[src/verilog/smr_pkg.sv]
// Purpose: Shared constants, types and decode helpers for the mode register block.
// Assumes: Device clock of 100 MHz; eight-bit register address and data.
// Notes:   Address classes drive both the read answer and the write filter.
package smr_pkg;

	// Widths
	localparam int unsigned REG_W      = 8;
	localparam int unsigned PIN_CTRL_W = 5;
	localparam int unsigned NWR_CNT_W  = 4;
	localparam int unsigned RD_CNT_W   = 3;

	typedef logic [REG_W-1:0] smr_byte_t;

	// Register addresses
	localparam smr_byte_t ADDR_DEV_INFO     = 8'h00;
	localparam smr_byte_t ADDR_BURST_CFG    = 8'h01;
	localparam smr_byte_t ADDR_LAT_SEL      = 8'h02;
	localparam smr_byte_t ADDR_DRIVE_CFG    = 8'h03;
	localparam smr_byte_t ADDR_REFRESH_STAT = 8'h04;
	localparam smr_byte_t ADDR_MAKER        = 8'h05;
	localparam smr_byte_t ADDR_REV_FIRST    = 8'h06;
	localparam smr_byte_t ADDR_REV_SECOND   = 8'h07;
	localparam smr_byte_t ADDR_ORG_INFO     = 8'h08;
	localparam smr_byte_t ADDR_TEST_MODE    = 8'h09;
	localparam smr_byte_t ADDR_IO_CAL       = 8'h0a;
	localparam smr_byte_t ADDR_BANK_MASK    = 8'h10;
	localparam smr_byte_t ADDR_SEG_MASK     = 8'h11;
	localparam smr_byte_t ADDR_PAT_FIRST    = 8'h20;
	localparam smr_byte_t ADDR_PAT_SECOND   = 8'h28;
	localparam smr_byte_t ADDR_DEV_RESET    = 8'h3f;

	// Address ranges outside the defined registers
	localparam smr_byte_t ADDR_NVM_LO      = 8'h14;
	localparam smr_byte_t ADDR_NVM_HI      = 8'h1f;
	localparam smr_byte_t ADDR_GAP_A_LO    = 8'h21;
	localparam smr_byte_t ADDR_GAP_A_HI    = 8'h27;
	localparam smr_byte_t ADDR_GAP_B_LO    = 8'h29;
	localparam smr_byte_t ADDR_GAP_B_HI    = 8'h2f;
	localparam smr_byte_t ADDR_MAKER_A_LO  = 8'h80;
	localparam smr_byte_t ADDR_MAKER_A_HI  = 8'hbe;
	localparam smr_byte_t ADDR_MAKER_B_LO  = 8'hc0;
	localparam smr_byte_t ADDR_MAKER_B_HI  = 8'hfe;
	localparam smr_byte_t ADDR_NOUSE_A     = 8'h7f;
	localparam smr_byte_t ADDR_NOUSE_B     = 8'hbf;
	localparam smr_byte_t ADDR_NOUSE_C     = 8'hff;

	// Device information and refresh status field positions
	localparam int unsigned DI_AUTO_INIT_BIT = 0;
	localparam int unsigned DI_TYPE_BIT      = 1;
	localparam int unsigned DI_INVALID_BIT   = 2;
	localparam int unsigned DI_RZQ_LSB       = 3;
	localparam int unsigned DI_RZQ_MSB       = 4;
	localparam int unsigned REFRESH_TUF_BIT  = 7;
	localparam int unsigned REFRESH_RATE_MSB = 2;

	// Write-recovery field of the burst register
	localparam int unsigned NWR_LSB          = 5;
	localparam int unsigned NWR_MSB          = 7;
	localparam logic [2:0]  NWR_CODE_MIN     = 3'h1;
	localparam logic [2:0]  NWR_CODE_MAX     = 3'h6;
	localparam logic [NWR_CNT_W-1:0] NWR_OFFSET   = 4'h2;
	localparam logic [NWR_CNT_W-1:0] NWR_RST      = 4'h3;
	localparam logic [NWR_CNT_W-1:0] PRE_FIRE_CNT = 4'h2;

	// Reset values of writable registers
	localparam smr_byte_t BURST_CFG_RST = 8'h22;
	localparam smr_byte_t CFG_RST       = 8'h00;

	// Timing
	localparam int unsigned CLK_PERIOD_NS    = 10;
	localparam int unsigned AUTO_INIT_MAX_NS = 10000;
	localparam int unsigned AUTO_INIT_CYC    = AUTO_INIT_MAX_NS / CLK_PERIOD_NS;
	localparam int unsigned ZQ_INIT_MIN_NS   = 1000;
	localparam int unsigned ZQ_CYC           = (ZQ_INIT_MIN_NS + CLK_PERIOD_NS - 1) / CLK_PERIOD_NS;
	localparam int unsigned INIT_CNT_W       = $clog2(AUTO_INIT_CYC + 1);
	localparam int unsigned ZQ_CNT_W         = $clog2(ZQ_CYC + 1);
	localparam logic [INIT_CNT_W-1:0] INIT_LAST = INIT_CNT_W'(AUTO_INIT_CYC - 1);
	localparam logic [ZQ_CNT_W-1:0]   ZQ_LAST   = ZQ_CNT_W'(ZQ_CYC - 1);

	// Read answer timing in device cycles
	localparam logic [RD_CNT_W-1:0] RD_LAT_LAST   = 3'h1;
	localparam logic [RD_CNT_W-1:0] DQS_EDGE_LAST = 3'h4;

	typedef enum logic [1:0]
	{
		RD_IDLE  = 2'h0,
		RD_LAT   = 2'h1,
		RD_BURST = 2'h3
	} smr_rd_state_t;

	typedef enum logic [2:0]
	{
		CLS_RO     = 3'h0,
		CLS_WO     = 3'h1,
		CLS_FUTURE = 3'h2,
		CLS_MAKER  = 3'h3,
		CLS_NOUSE  = 3'h4
	} smr_addr_cls_t;

	typedef struct packed
	{
		logic                  lclk_prev;
		logic                  auto_init;
		logic                  init_run;
		logic [INIT_CNT_W-1:0] init_cnt;
		logic [1:0]            rzq;
		logic                  zq_run;
		logic [ZQ_CNT_W-1:0]   zq_cnt;
		smr_byte_t             burst_cfg;
		smr_byte_t             lat_sel;
		smr_byte_t             drive_cfg;
		smr_byte_t             test_mode;
		smr_byte_t             cal_code;
		smr_byte_t             bank_mask;
		smr_byte_t             seg_mask;
		smr_rd_state_t         rd_state;
		logic [RD_CNT_W-1:0]   rd_cnt;
		smr_byte_t             rd_data;
		smr_byte_t             dq_out;
		logic                  dq_oe;
		logic                  dqs_out;
		logic                  dqs_oe;
		logic [NWR_CNT_W-1:0]  wr_rec;
		logic [NWR_CNT_W-1:0]  pre_cnt;
		logic                  pre_run;
		logic                  precharge_start;
		logic                  zq_cal_start;
		logic                  dev_reset_start;
	} smr_state_t;

	// Classify an address for both read and write handling
	function automatic smr_addr_cls_t addr_class(input smr_byte_t a);
		smr_addr_cls_t c;
		c = CLS_FUTURE;
		if (a == ADDR_DEV_INFO || a == ADDR_REFRESH_STAT || a == ADDR_MAKER || a == ADDR_REV_FIRST
			|| a == ADDR_REV_SECOND || a == ADDR_ORG_INFO || a == ADDR_PAT_FIRST || a == ADDR_PAT_SECOND)
			c = CLS_RO;
		else if (a == ADDR_BURST_CFG || a == ADDR_LAT_SEL || a == ADDR_DRIVE_CFG || a == ADDR_TEST_MODE
			|| a == ADDR_IO_CAL || a == ADDR_BANK_MASK || a == ADDR_SEG_MASK || a == ADDR_DEV_RESET)
			c = CLS_WO;
		else if ((a >= ADDR_MAKER_A_LO && a <= ADDR_MAKER_A_HI) || (a >= ADDR_MAKER_B_LO && a <= ADDR_MAKER_B_HI))
			c = CLS_MAKER;
		else if (a == ADDR_NOUSE_A || a == ADDR_NOUSE_B || a == ADDR_NOUSE_C
			|| (a >= ADDR_NVM_LO && a <= ADDR_NVM_HI)
			|| (a >= ADDR_GAP_A_LO && a <= ADDR_GAP_A_HI) || (a >= ADDR_GAP_B_LO && a <= ADDR_GAP_B_HI))
			c = CLS_NOUSE;
		return c;
	endfunction : addr_class

	// Write-recovery code to cycle count; reserved codes keep the old count
	function automatic logic [NWR_CNT_W-1:0] nwr_decode(input logic [2:0] code, input logic [NWR_CNT_W-1:0] old);
		logic [NWR_CNT_W-1:0] n;
		n = old;
		if (code >= NWR_CODE_MIN && code <= NWR_CODE_MAX)
			n = NWR_CNT_W'({1'b0, code}) + NWR_OFFSET;
		return n;
	endfunction : nwr_decode

endpackage : smr_pkg

[src/verilog/smr_sync.sv]
// Purpose: Two-stage synchroniser for pins from outside the device clock.
// Assumes: Each bit is a level; multi-bit groups are held stable by the sender.
// Notes:   Only the second stage leaves this module.
`timescale 1ns/1ps
module smr_sync
#(
	parameter int unsigned W = 1
)
(
	input  wire logic         clk,
	input  wire logic         rst_n,
	input  wire logic [W-1:0] d,
	output logic      [W-1:0] q
);

	typedef struct packed
	{
		logic [W-1:0] meta;
		logic [W-1:0] sync;
	} smr_sync_st_t;

	smr_sync_st_t st;
	smr_sync_st_t next_st;

	// Shift through two flops
	always_comb
	begin
		next_st.meta = d;
		next_st.sync = st.meta;
	end

	always_ff @(posedge clk or negedge rst_n)
	begin
		if (!rst_n)
			st <= '0;
		else
			st <= next_st;
	end

	assign q = st.sync;

endmodule : smr_sync

[src/verilog/smr_mode_regs.sv]
// Purpose: Mode register file reached by read and write commands on the command pins.
// Assumes: Command pins and link clock are asynchronous and held across a link clock rising edge.
// Notes:   Reads answer with a four-edge strobe burst; data of unreadable addresses is zero.
`timescale 1ns/1ps

// Summary of operation
// - Data and strobe outputs stay high impedance while clock enable is sampled low.
// - Read command returns the addressed register contents.
// - Write command updates the addressed register from the operand byte.
// - Future-reserved bits read back as zero.
// - Reads of write-only or reserved registers still toggle the strobe normally.
// - Writes to read-only registers are ignored without side effects.
// - Calibration write starts calibration; reset write starts device reset; neither readable.
// - Addresses 0x20 and 0x28 return the first and second calibration patterns.
// - Bit 0 of device information shows auto-init in progress; it clears only after an init started by a reset write, not after rst_n.
// - Write-recovery field sets cycles from auto-precharge write end to precharge.
module smr_mode_regs
#(
	parameter logic             DEVICE_TYPE_FLAG  = 1'b0,
	parameter logic             DATA_INVALID_FLAG = 1'b0,
	parameter logic [1:0]       RZQ_RESULT        = 2'h3,
	parameter smr_pkg::smr_byte_t MAKER_ID        = 8'h5a, // Arbitrary value
	parameter smr_pkg::smr_byte_t REV_FIRST_ID    = 8'h01, // Arbitrary value
	parameter smr_pkg::smr_byte_t REV_SECOND_ID   = 8'h02, // Arbitrary value
	parameter smr_pkg::smr_byte_t ORG_INFO        = 8'h00,
	parameter smr_pkg::smr_byte_t PATTERN_FIRST   = 8'h55,
	parameter smr_pkg::smr_byte_t PATTERN_SECOND  = 8'h33
)
(
	input  wire logic                clk,
	input  wire logic                rst_n,
	input  wire logic                link_clk,
	input  wire logic                cke,
	input  wire logic                cs_n,
	input  wire logic                mode_reg_read_cmd,
	input  wire logic                mode_reg_write_cmd,
	input  wire smr_pkg::smr_byte_t  cmd_addr,
	input  wire smr_pkg::smr_byte_t  cmd_data,
	input  wire logic                wr_burst_ap_end,
	input  wire logic                temp_update_flag,
	input  wire logic [2:0]          refresh_rate,
	output smr_pkg::smr_byte_t       dq_out,
	output logic                     dq_oe,
	output logic                     dqs_out,
	output logic                     dqs_oe,
	output logic                     auto_init_status,
	output logic [3:0]               write_recovery_cycles,
	output logic                     precharge_start,
	output logic                     zq_cal_start,
	output smr_pkg::smr_byte_t       zq_cal_code,
	output logic                     dev_reset_start,
	output smr_pkg::smr_byte_t       burst_feature_config,
	output smr_pkg::smr_byte_t       latency_select,
	output smr_pkg::smr_byte_t       output_drive_config,
	output smr_pkg::smr_byte_t       test_mode_code,
	output smr_pkg::smr_byte_t       bank_refresh_mask,
	output smr_pkg::smr_byte_t       segment_refresh_mask
);

	localparam int unsigned SYNC_W = smr_pkg::PIN_CTRL_W + 2 * smr_pkg::REG_W;

	localparam smr_pkg::smr_state_t RST_ST = '{
		auto_init: 1'b1,
		burst_cfg: smr_pkg::BURST_CFG_RST,
		lat_sel:   smr_pkg::CFG_RST,
		drive_cfg: smr_pkg::CFG_RST,
		test_mode: smr_pkg::CFG_RST,
		cal_code:  smr_pkg::CFG_RST,
		bank_mask: smr_pkg::CFG_RST,
		seg_mask:  smr_pkg::CFG_RST,
		rd_state:  smr_pkg::RD_IDLE,
		wr_rec:    smr_pkg::NWR_RST,
		default:   '0
	};

	smr_pkg::smr_state_t  st;
	smr_pkg::smr_state_t  next_st;
	logic [SYNC_W-1:0]    pins_s;
	logic                 s_lclk;
	logic                 s_cke;
	logic                 s_cs_n;
	logic                 s_rd;
	logic                 s_wr;
	smr_pkg::smr_byte_t   s_addr;
	smr_pkg::smr_byte_t   s_data;

	// Every command pin and the link clock cross two flops before any decode
	smr_sync
	#(
		.W (SYNC_W)
	)
	u_pin_sync
	(
		.clk   (clk),
		.rst_n (rst_n),
		.d     ({link_clk, cke, cs_n, mode_reg_read_cmd, mode_reg_write_cmd, cmd_addr, cmd_data}),
		.q     (pins_s)
	);

	assign {s_lclk, s_cke, s_cs_n, s_rd, s_wr, s_addr, s_data} = pins_s;

	// Next-state logic for the whole block
	always_comb
	begin
		logic                   cmd_take;
		smr_pkg::smr_addr_cls_t cls;
		smr_pkg::smr_byte_t     rd_val;
		smr_pkg::smr_byte_t     info;
		smr_pkg::smr_byte_t     refr;
		cmd_take = 1'b0;
		cls      = smr_pkg::CLS_FUTURE;
		rd_val   = '0;
		info     = '0;
		refr     = '0;

		next_st                 = st;
		next_st.lclk_prev       = s_lclk;
		next_st.precharge_start = 1'b0;
		next_st.zq_cal_start    = 1'b0;
		next_st.dev_reset_start = 1'b0;

		// Commands are taken on a link clock rising edge with the device selected
		cmd_take = s_lclk & ~st.lclk_prev & s_cke & ~s_cs_n;
		cls = smr_pkg::addr_class(s_addr);

		if (st.init_run)
		begin
			if (st.init_cnt == smr_pkg::INIT_LAST)
			begin
				next_st.auto_init = 1'b0;
				next_st.init_run  = 1'b0;
			end
			else
				next_st.init_cnt = st.init_cnt + 1'b1;
		end

		// Calibration result posts after the minimum calibration time
		if (st.zq_run)
		begin
			if (st.zq_cnt == smr_pkg::ZQ_LAST)
			begin
				next_st.rzq    = RZQ_RESULT;
				next_st.zq_run = 1'b0;
			end
			else
				next_st.zq_cnt = st.zq_cnt + 1'b1;
		end

		if (wr_burst_ap_end)
		begin
			next_st.pre_run = 1'b1;
			next_st.pre_cnt = st.wr_rec;
		end
		else if (st.pre_run)
		begin
			if (st.pre_cnt == smr_pkg::PRE_FIRE_CNT)
			begin
				next_st.precharge_start = 1'b1;
				next_st.pre_run         = 1'b0;
			end
			else
				next_st.pre_cnt = st.pre_cnt - 1'b1;
		end

		info[smr_pkg::DI_AUTO_INIT_BIT]                  = st.auto_init;
		info[smr_pkg::DI_TYPE_BIT]                       = DEVICE_TYPE_FLAG;
		info[smr_pkg::DI_INVALID_BIT]                    = DATA_INVALID_FLAG;
		info[smr_pkg::DI_RZQ_MSB:smr_pkg::DI_RZQ_LSB]    = st.rzq;
		refr[smr_pkg::REFRESH_TUF_BIT]                   = temp_update_flag;
		refr[smr_pkg::REFRESH_RATE_MSB:0]                = refresh_rate;

		unique case (s_addr)
			smr_pkg::ADDR_DEV_INFO:     rd_val = info;
			smr_pkg::ADDR_REFRESH_STAT: rd_val = refr;
			smr_pkg::ADDR_MAKER:        rd_val = MAKER_ID;
			smr_pkg::ADDR_REV_FIRST:    rd_val = REV_FIRST_ID;
			smr_pkg::ADDR_REV_SECOND:   rd_val = REV_SECOND_ID;
			smr_pkg::ADDR_ORG_INFO:     rd_val = ORG_INFO;
			smr_pkg::ADDR_PAT_FIRST:    rd_val = PATTERN_FIRST;
			smr_pkg::ADDR_PAT_SECOND:   rd_val = PATTERN_SECOND;
			default:                    rd_val = '0;
		endcase
		if (cls != smr_pkg::CLS_RO)
			rd_val = '0;

		unique case (st.rd_state)
			smr_pkg::RD_IDLE:
			begin
				next_st.dq_oe  = 1'b0;
				next_st.dqs_oe = 1'b0;
				// every address gets a strobe burst
				if (cmd_take && s_rd && !s_wr)
				begin
					// Strobe preamble starts one cycle after the take
					next_st.dqs_oe   = 1'b1;
					next_st.dqs_out  = 1'b0;
					next_st.rd_data  = rd_val;
					next_st.rd_cnt   = smr_pkg::RD_LAT_LAST;
					next_st.rd_state = smr_pkg::RD_LAT;
				end
			end
			smr_pkg::RD_LAT:
			begin
				// Strobe driven low as preamble
				next_st.dqs_oe  = 1'b1;
				next_st.dqs_out = 1'b0;
				if (st.rd_cnt == '0)
				begin
					next_st.dq_oe    = 1'b1;
					next_st.dq_out   = st.rd_data;
					next_st.rd_cnt   = smr_pkg::DQS_EDGE_LAST;
					next_st.rd_state = smr_pkg::RD_BURST;
				end
				else
					next_st.rd_cnt = st.rd_cnt - 1'b1;
			end
			smr_pkg::RD_BURST:
			begin
				next_st.dqs_out = ~st.dqs_out;
				if (st.rd_cnt == '0)
				begin
					next_st.dq_oe    = 1'b0;
					next_st.dqs_oe   = 1'b0;
					next_st.dqs_out  = 1'b0;
					next_st.rd_state = smr_pkg::RD_IDLE;
				end
				else
					next_st.rd_cnt = st.rd_cnt - 1'b1;
			end
			default:
			begin
				next_st.dq_oe    = 1'b0;
				next_st.dqs_oe   = 1'b0;
				next_st.rd_state = smr_pkg::RD_IDLE;
			end
		endcase

		// write stores operand; read-only and reserved ignored
		if (cmd_take && s_wr && !s_rd && cls == smr_pkg::CLS_WO)
		begin
			unique case (s_addr)
				smr_pkg::ADDR_BURST_CFG:
				begin
					next_st.burst_cfg = s_data;
					next_st.wr_rec    = smr_pkg::nwr_decode(s_data[smr_pkg::NWR_MSB:smr_pkg::NWR_LSB], st.wr_rec);
				end
				smr_pkg::ADDR_LAT_SEL:   next_st.lat_sel   = s_data;
				smr_pkg::ADDR_DRIVE_CFG: next_st.drive_cfg = s_data;
				smr_pkg::ADDR_TEST_MODE: next_st.test_mode = s_data;
				smr_pkg::ADDR_BANK_MASK: next_st.bank_mask = s_data;
				smr_pkg::ADDR_SEG_MASK:  next_st.seg_mask  = s_data;
				smr_pkg::ADDR_IO_CAL:
				begin
					next_st.cal_code     = s_data;
					next_st.zq_cal_start = 1'b1;
					next_st.zq_run       = 1'b1;
					next_st.zq_cnt       = '0;
				end
				smr_pkg::ADDR_DEV_RESET:
				begin
					next_st                 = RST_ST;
					next_st.lclk_prev       = s_lclk;
					next_st.init_run        = 1'b1;
					next_st.dev_reset_start = 1'b1;
				end
				default: next_st.test_mode = st.test_mode;
			endcase
		end

		// no drive while clock enable low
		if (!s_cke)
		begin
			next_st.dq_oe    = 1'b0;
			next_st.dqs_oe   = 1'b0;
			next_st.dqs_out  = 1'b0;
			next_st.rd_state = smr_pkg::RD_IDLE;
		end
	end

	// Single state register
	always_ff @(posedge clk or negedge rst_n)
	begin
		if (!rst_n)
			st <= RST_ST;
		else
			st <= next_st;
	end

	// Outputs come straight from the state flops
	assign dq_out                = st.dq_out;
	assign dq_oe                 = st.dq_oe;
	assign dqs_out               = st.dqs_out;
	assign dqs_oe                = st.dqs_oe;
	assign auto_init_status      = st.auto_init;
	assign write_recovery_cycles = st.wr_rec;
	assign precharge_start       = st.precharge_start;
	assign zq_cal_start          = st.zq_cal_start;
	assign zq_cal_code           = st.cal_code;
	assign dev_reset_start       = st.dev_reset_start;
	assign burst_feature_config  = st.burst_cfg;
	assign latency_select        = st.lat_sel;
	assign output_drive_config   = st.drive_cfg;
	assign test_mode_code        = st.test_mode;
	assign bank_refresh_mask     = st.bank_mask;
	assign segment_refresh_mask  = st.seg_mask;

endmodule : smr_mode_regs

[config.mk]
export PLATFORM = sky130hd
export DESIGN_NAME = smr_mode_regs
export DESIGN_NICKNAME = d
export VERILOG_FILES = /design/src/verilog/smr_pkg.sv /design/src/verilog/smr_sync.sv /design/src/verilog/smr_mode_regs.sv
export SDC_FILE = /design/constraint.sdc
export NUM_CORES = 1
export LEC_CHECK = 0
export BUFFER_PORTS_ARGS = -buffer_cell sky130_fd_sc_hd__buf_2
export CORE_ASPECT_RATIO = 0.9
export CORE_MARGIN = 8
export CORE_UTILIZATION = 59
export CTS_BUF_LIST = sky130_fd_sc_hd__clkbuf_4
export CTS_CLUSTER_SIZE = 28
export DETAILED_ROUTE_END_ITERATION = 10
export GPL_ROUTABILITY_DRIVEN = 0
export PLACE_DENSITY_LB_ADDON = 0.2
export REMOVE_ABC_BUFFERS = 1
export SYNTH_ARGS = -nofsm -noshare
export SYNTH_HDL_FRONTEND = slang
export SYNTH_SLANG_ARGS = --single-unit
[constraint.sdc]
create_clock -name clk -period 2.58 [get_ports clk]
set_input_delay 0.258 -clock clk [delete_from_list [all_inputs] [get_ports clk]]
set_output_delay 0.258 -clock clk [all_outputs]
set_load 0.01 [all_outputs]
==> results.tsv <==
metric	value	unit
Tcrit/Tclk final	0.944	
Synth Area in XOR/XNOR	0.0187	
register area share after synthesis	0.561	
HP Class	in -> reg	
CTS Buf Count	17	
r2r startpoint	u_pin_sync.q[15]	
Die Wd	131	um
die span in y	119	um
synth-to-layout area growth	12.0	%
Final ANT Viol Nets	0	
RR Endpoint	test_mode_code[5]	
Crit Path Max Fanout	23	
Max Slew Vio Count	0	
CP arrival	2.90	ns
vias in the first global route	4849	
Detail Placement HPWL	10.4	mm
depth of the CTS H-tree	4	
Warnings, synthesis	0	
die area	15700	um^2
min Tclk post-route	2.44	ns
Starting Density	0.609	
Worst Reg-to-Reg Cells	7	
Crit. End Element	flop	
predominant post-synthesis flop cell	dfrtp_1	
clock-pin slew on the worst setup and hold paths	0.13	ns
WP data required	3.05	ns
Rel. slew slack	0.528	
Site Rows	37	
peak supply drop	0.579	mV
clk_skew	0.0249	ns
mux cell area share after synthesis	0.0827	
DR WL/cell	16.9	um
DR vias/cell	5.38	
largest net degree at the start of global routing	79	
most common cell after layout, fill and taps aside	dfrtp_1	
DRT Pass-1 Iters	5	
synthesized area per cell	11.1	um^2
area share of fa/ha/maj cells after synthesis	0.0160	
total grt overflow	0	
kind of critical path	reg -> reg	
RSZ-0062 raised after global routing	false	
max-capacitance violation count	0	
status	complete, no violations	
Compound-Gate Fraction of Synth Area	0.0725	
Final Util	0.682	
CTS tree	built	
Worst-Margin Slew	0.707	ns
clock buffer depth	2	
Worst-Skew Late Latency	0.55	ns
total chip power	4.68	mW
Synth async-reset ratio	1.00	
commonest cells after routing, fill and taps aside	dfrtp_1, buf_2, nand2_1, nor2_1, mux2i_1	
Post-Synth Simple-Gate Area	0.148	
clock root buffer master	clkbuf_4	
Pleak	4.06	nW
initial antenna violation count	0	
setup ws final	0.145	ns
Synth Register Bits	157	
Place WS	0.187	ns
Setup-failing EPs final	0	
DRT iter0 DRCs	372	
Gate Count Post-Synth	633	
# diodes	0	
TNS Setup	0	ns
final WL	14.8	mm
Post-synth EDFFs	0	
all-layer global routing usage	0.198	
reg-to-reg slack, setup	0.14	ns
post-synth cell types	59	
Syn Std Cell Area	7020	um^2
hold slack	0.183	ns
power density over cell area	596	nW/um^2
nets	743	
Startpoint Class	flop	
CTS sink cnt	157	
Port Buffer Count	102	
largest family of logic cells by synthesized area	simple AND/OR/NAND/NOR gates	
core area	11500	um^2
post-detailed-route DRC marker count	0	
CP startpoint	u_pin_sync.q[15]	
Vias	4710	
count of final hold-check violations	0	
layout cells sized above 1	0.253	
global-route wire length before repair	24.3	mm
end of the critical path	test_mode_code[5]	
io pins	103	
fmax	411	MHz
[power by group]
group / switching [mW] / internal [mW] / leakage, nW / total [mW]
clock network: 0.888 / 0.720 / 0.172 / 1.61
registers: 0.0645 / 2.55 / 2.06 / 2.62
logic: 0.252 / 0.204 / 1.83 / 0.456
[logic make-up (layout without fill, tap and decap cells)]
group,count (synthesis),count (layout)
compound gates,77,77
mux,52,52
xor+xnor,15,15
simple gates,208,208
flops,157,157
fa+ha+maj,9,9
buf+inv,115,201
[stage by stage]
| stage | area [um^2] | instances |
|---|---|---|
| 2_1_floorplan | 6390 | 540 |
| 3_3_place_gp | 7290 | 818 |
| 3_5_place_dp | 7290 | 818 |
| 4_1_cts | 7860 | 875 |
| 5_1_grt | 7860 | 875 |
| 6_report | 7860 | 875 |
[flip-flops by register name, summed over array words and instances (netlist names), 4 cells and up]
register and count:
st 40, u_pin_sync.q 21, zq_cal_code 8, output_drive_config 8
burst_feature_config 8, u_pin_sync.next_st 21, test_mode_code 8, segment_refresh_mask 8
write_recovery_cycles 4, dq_out 8, bank_refresh_mask 8, latency_select 8
[worst min path at each step]
| stage | depth (start not counted) | from | to |
|---|---|---|---|
| 3_3_place_gp | 1 | rst_n | st[103] |
| 4_1_cts | 5 | refresh_rate[1] | st[24] |
| 5_1_grt | 5 | refresh_rate[1] | st[24] |
| 3_5_place_dp | 1 | rst_n | u_pin_sync.q[11] |
| 2_1_floorplan | 0 | rst_n | bank_refresh_mask[0] |
| 6_report | 5 | refresh_rate[1] | st[24] |
[repair_timing]
| action | in CTS | in global routing |
|---|---|---|
| gates resized for setup | 0 | 0 |
| hold endpoints to repair | 100 | 0 |
| setup buffers | 0 | 0 |
| hold buffers | 25 | 0 |
[worst max-delay path, cell delays in order, from the launching register on]
cell and delay (ns):
dfrtp_1 0.42, or3b_1 0.47, or3_1 0.40, a311oi_4 0.28, buf_12 0.22, and3_1 0.17, buf_4 0.19, mux2i_1 0.20
[metal layers]
metal  GRT usage  vias to the layer above  wire, um
met1       0.259                     2330      6410
met4      0.0688                        0       168
li1            -                     2241         -
met3      0.0442                       15       842
met2       0.317                      124      7370
met5           0                        -         0
[cell type report]
type,count,area [um^2]
Multi-Input combinational cell,361,2370
Sequential cell,157,3940
Clock buffer,19,143
Fill cell,873,3670
Timing Repair Buffer,147,955
Clock inverter,13,178
Inverter,22,82.6
Tap cell,156,195
[cell usage after synthesis (3+ instances only)]
cell      instances  area share
nor3b_1           6      0.0064
dfstp_2           5       0.019
nand3_1          13      0.0093
nand2b_1          5      0.0045
buf_1             4      0.0021
mux2i_1          40       0.057
inv_1            21       0.011
buf_4            70       0.075
xnor2_1           9       0.011
a22oi_1           6      0.0064
or3_1             6      0.0053
and2_1            4      0.0036
nand2_1          64       0.034
nand4_1           6      0.0053
ha_1              9       0.016
nor2_1           61       0.033
nand3b_1          3      0.0032
nand4b_1          3      0.0037
a22o_1           11       0.014
nor4_1            5      0.0045
o22ai_1           3      0.0027
nor3_1           14       0.010
mux2_4           12       0.026
clkbuf_1         14      0.0075
dfrtp_1         152        0.54
a21oi_1          26       0.019
buf_2             3      0.0021
xor2_1            6      0.0075
o21ai_0          15       0.011
Power figures use the tool's default switching activity.
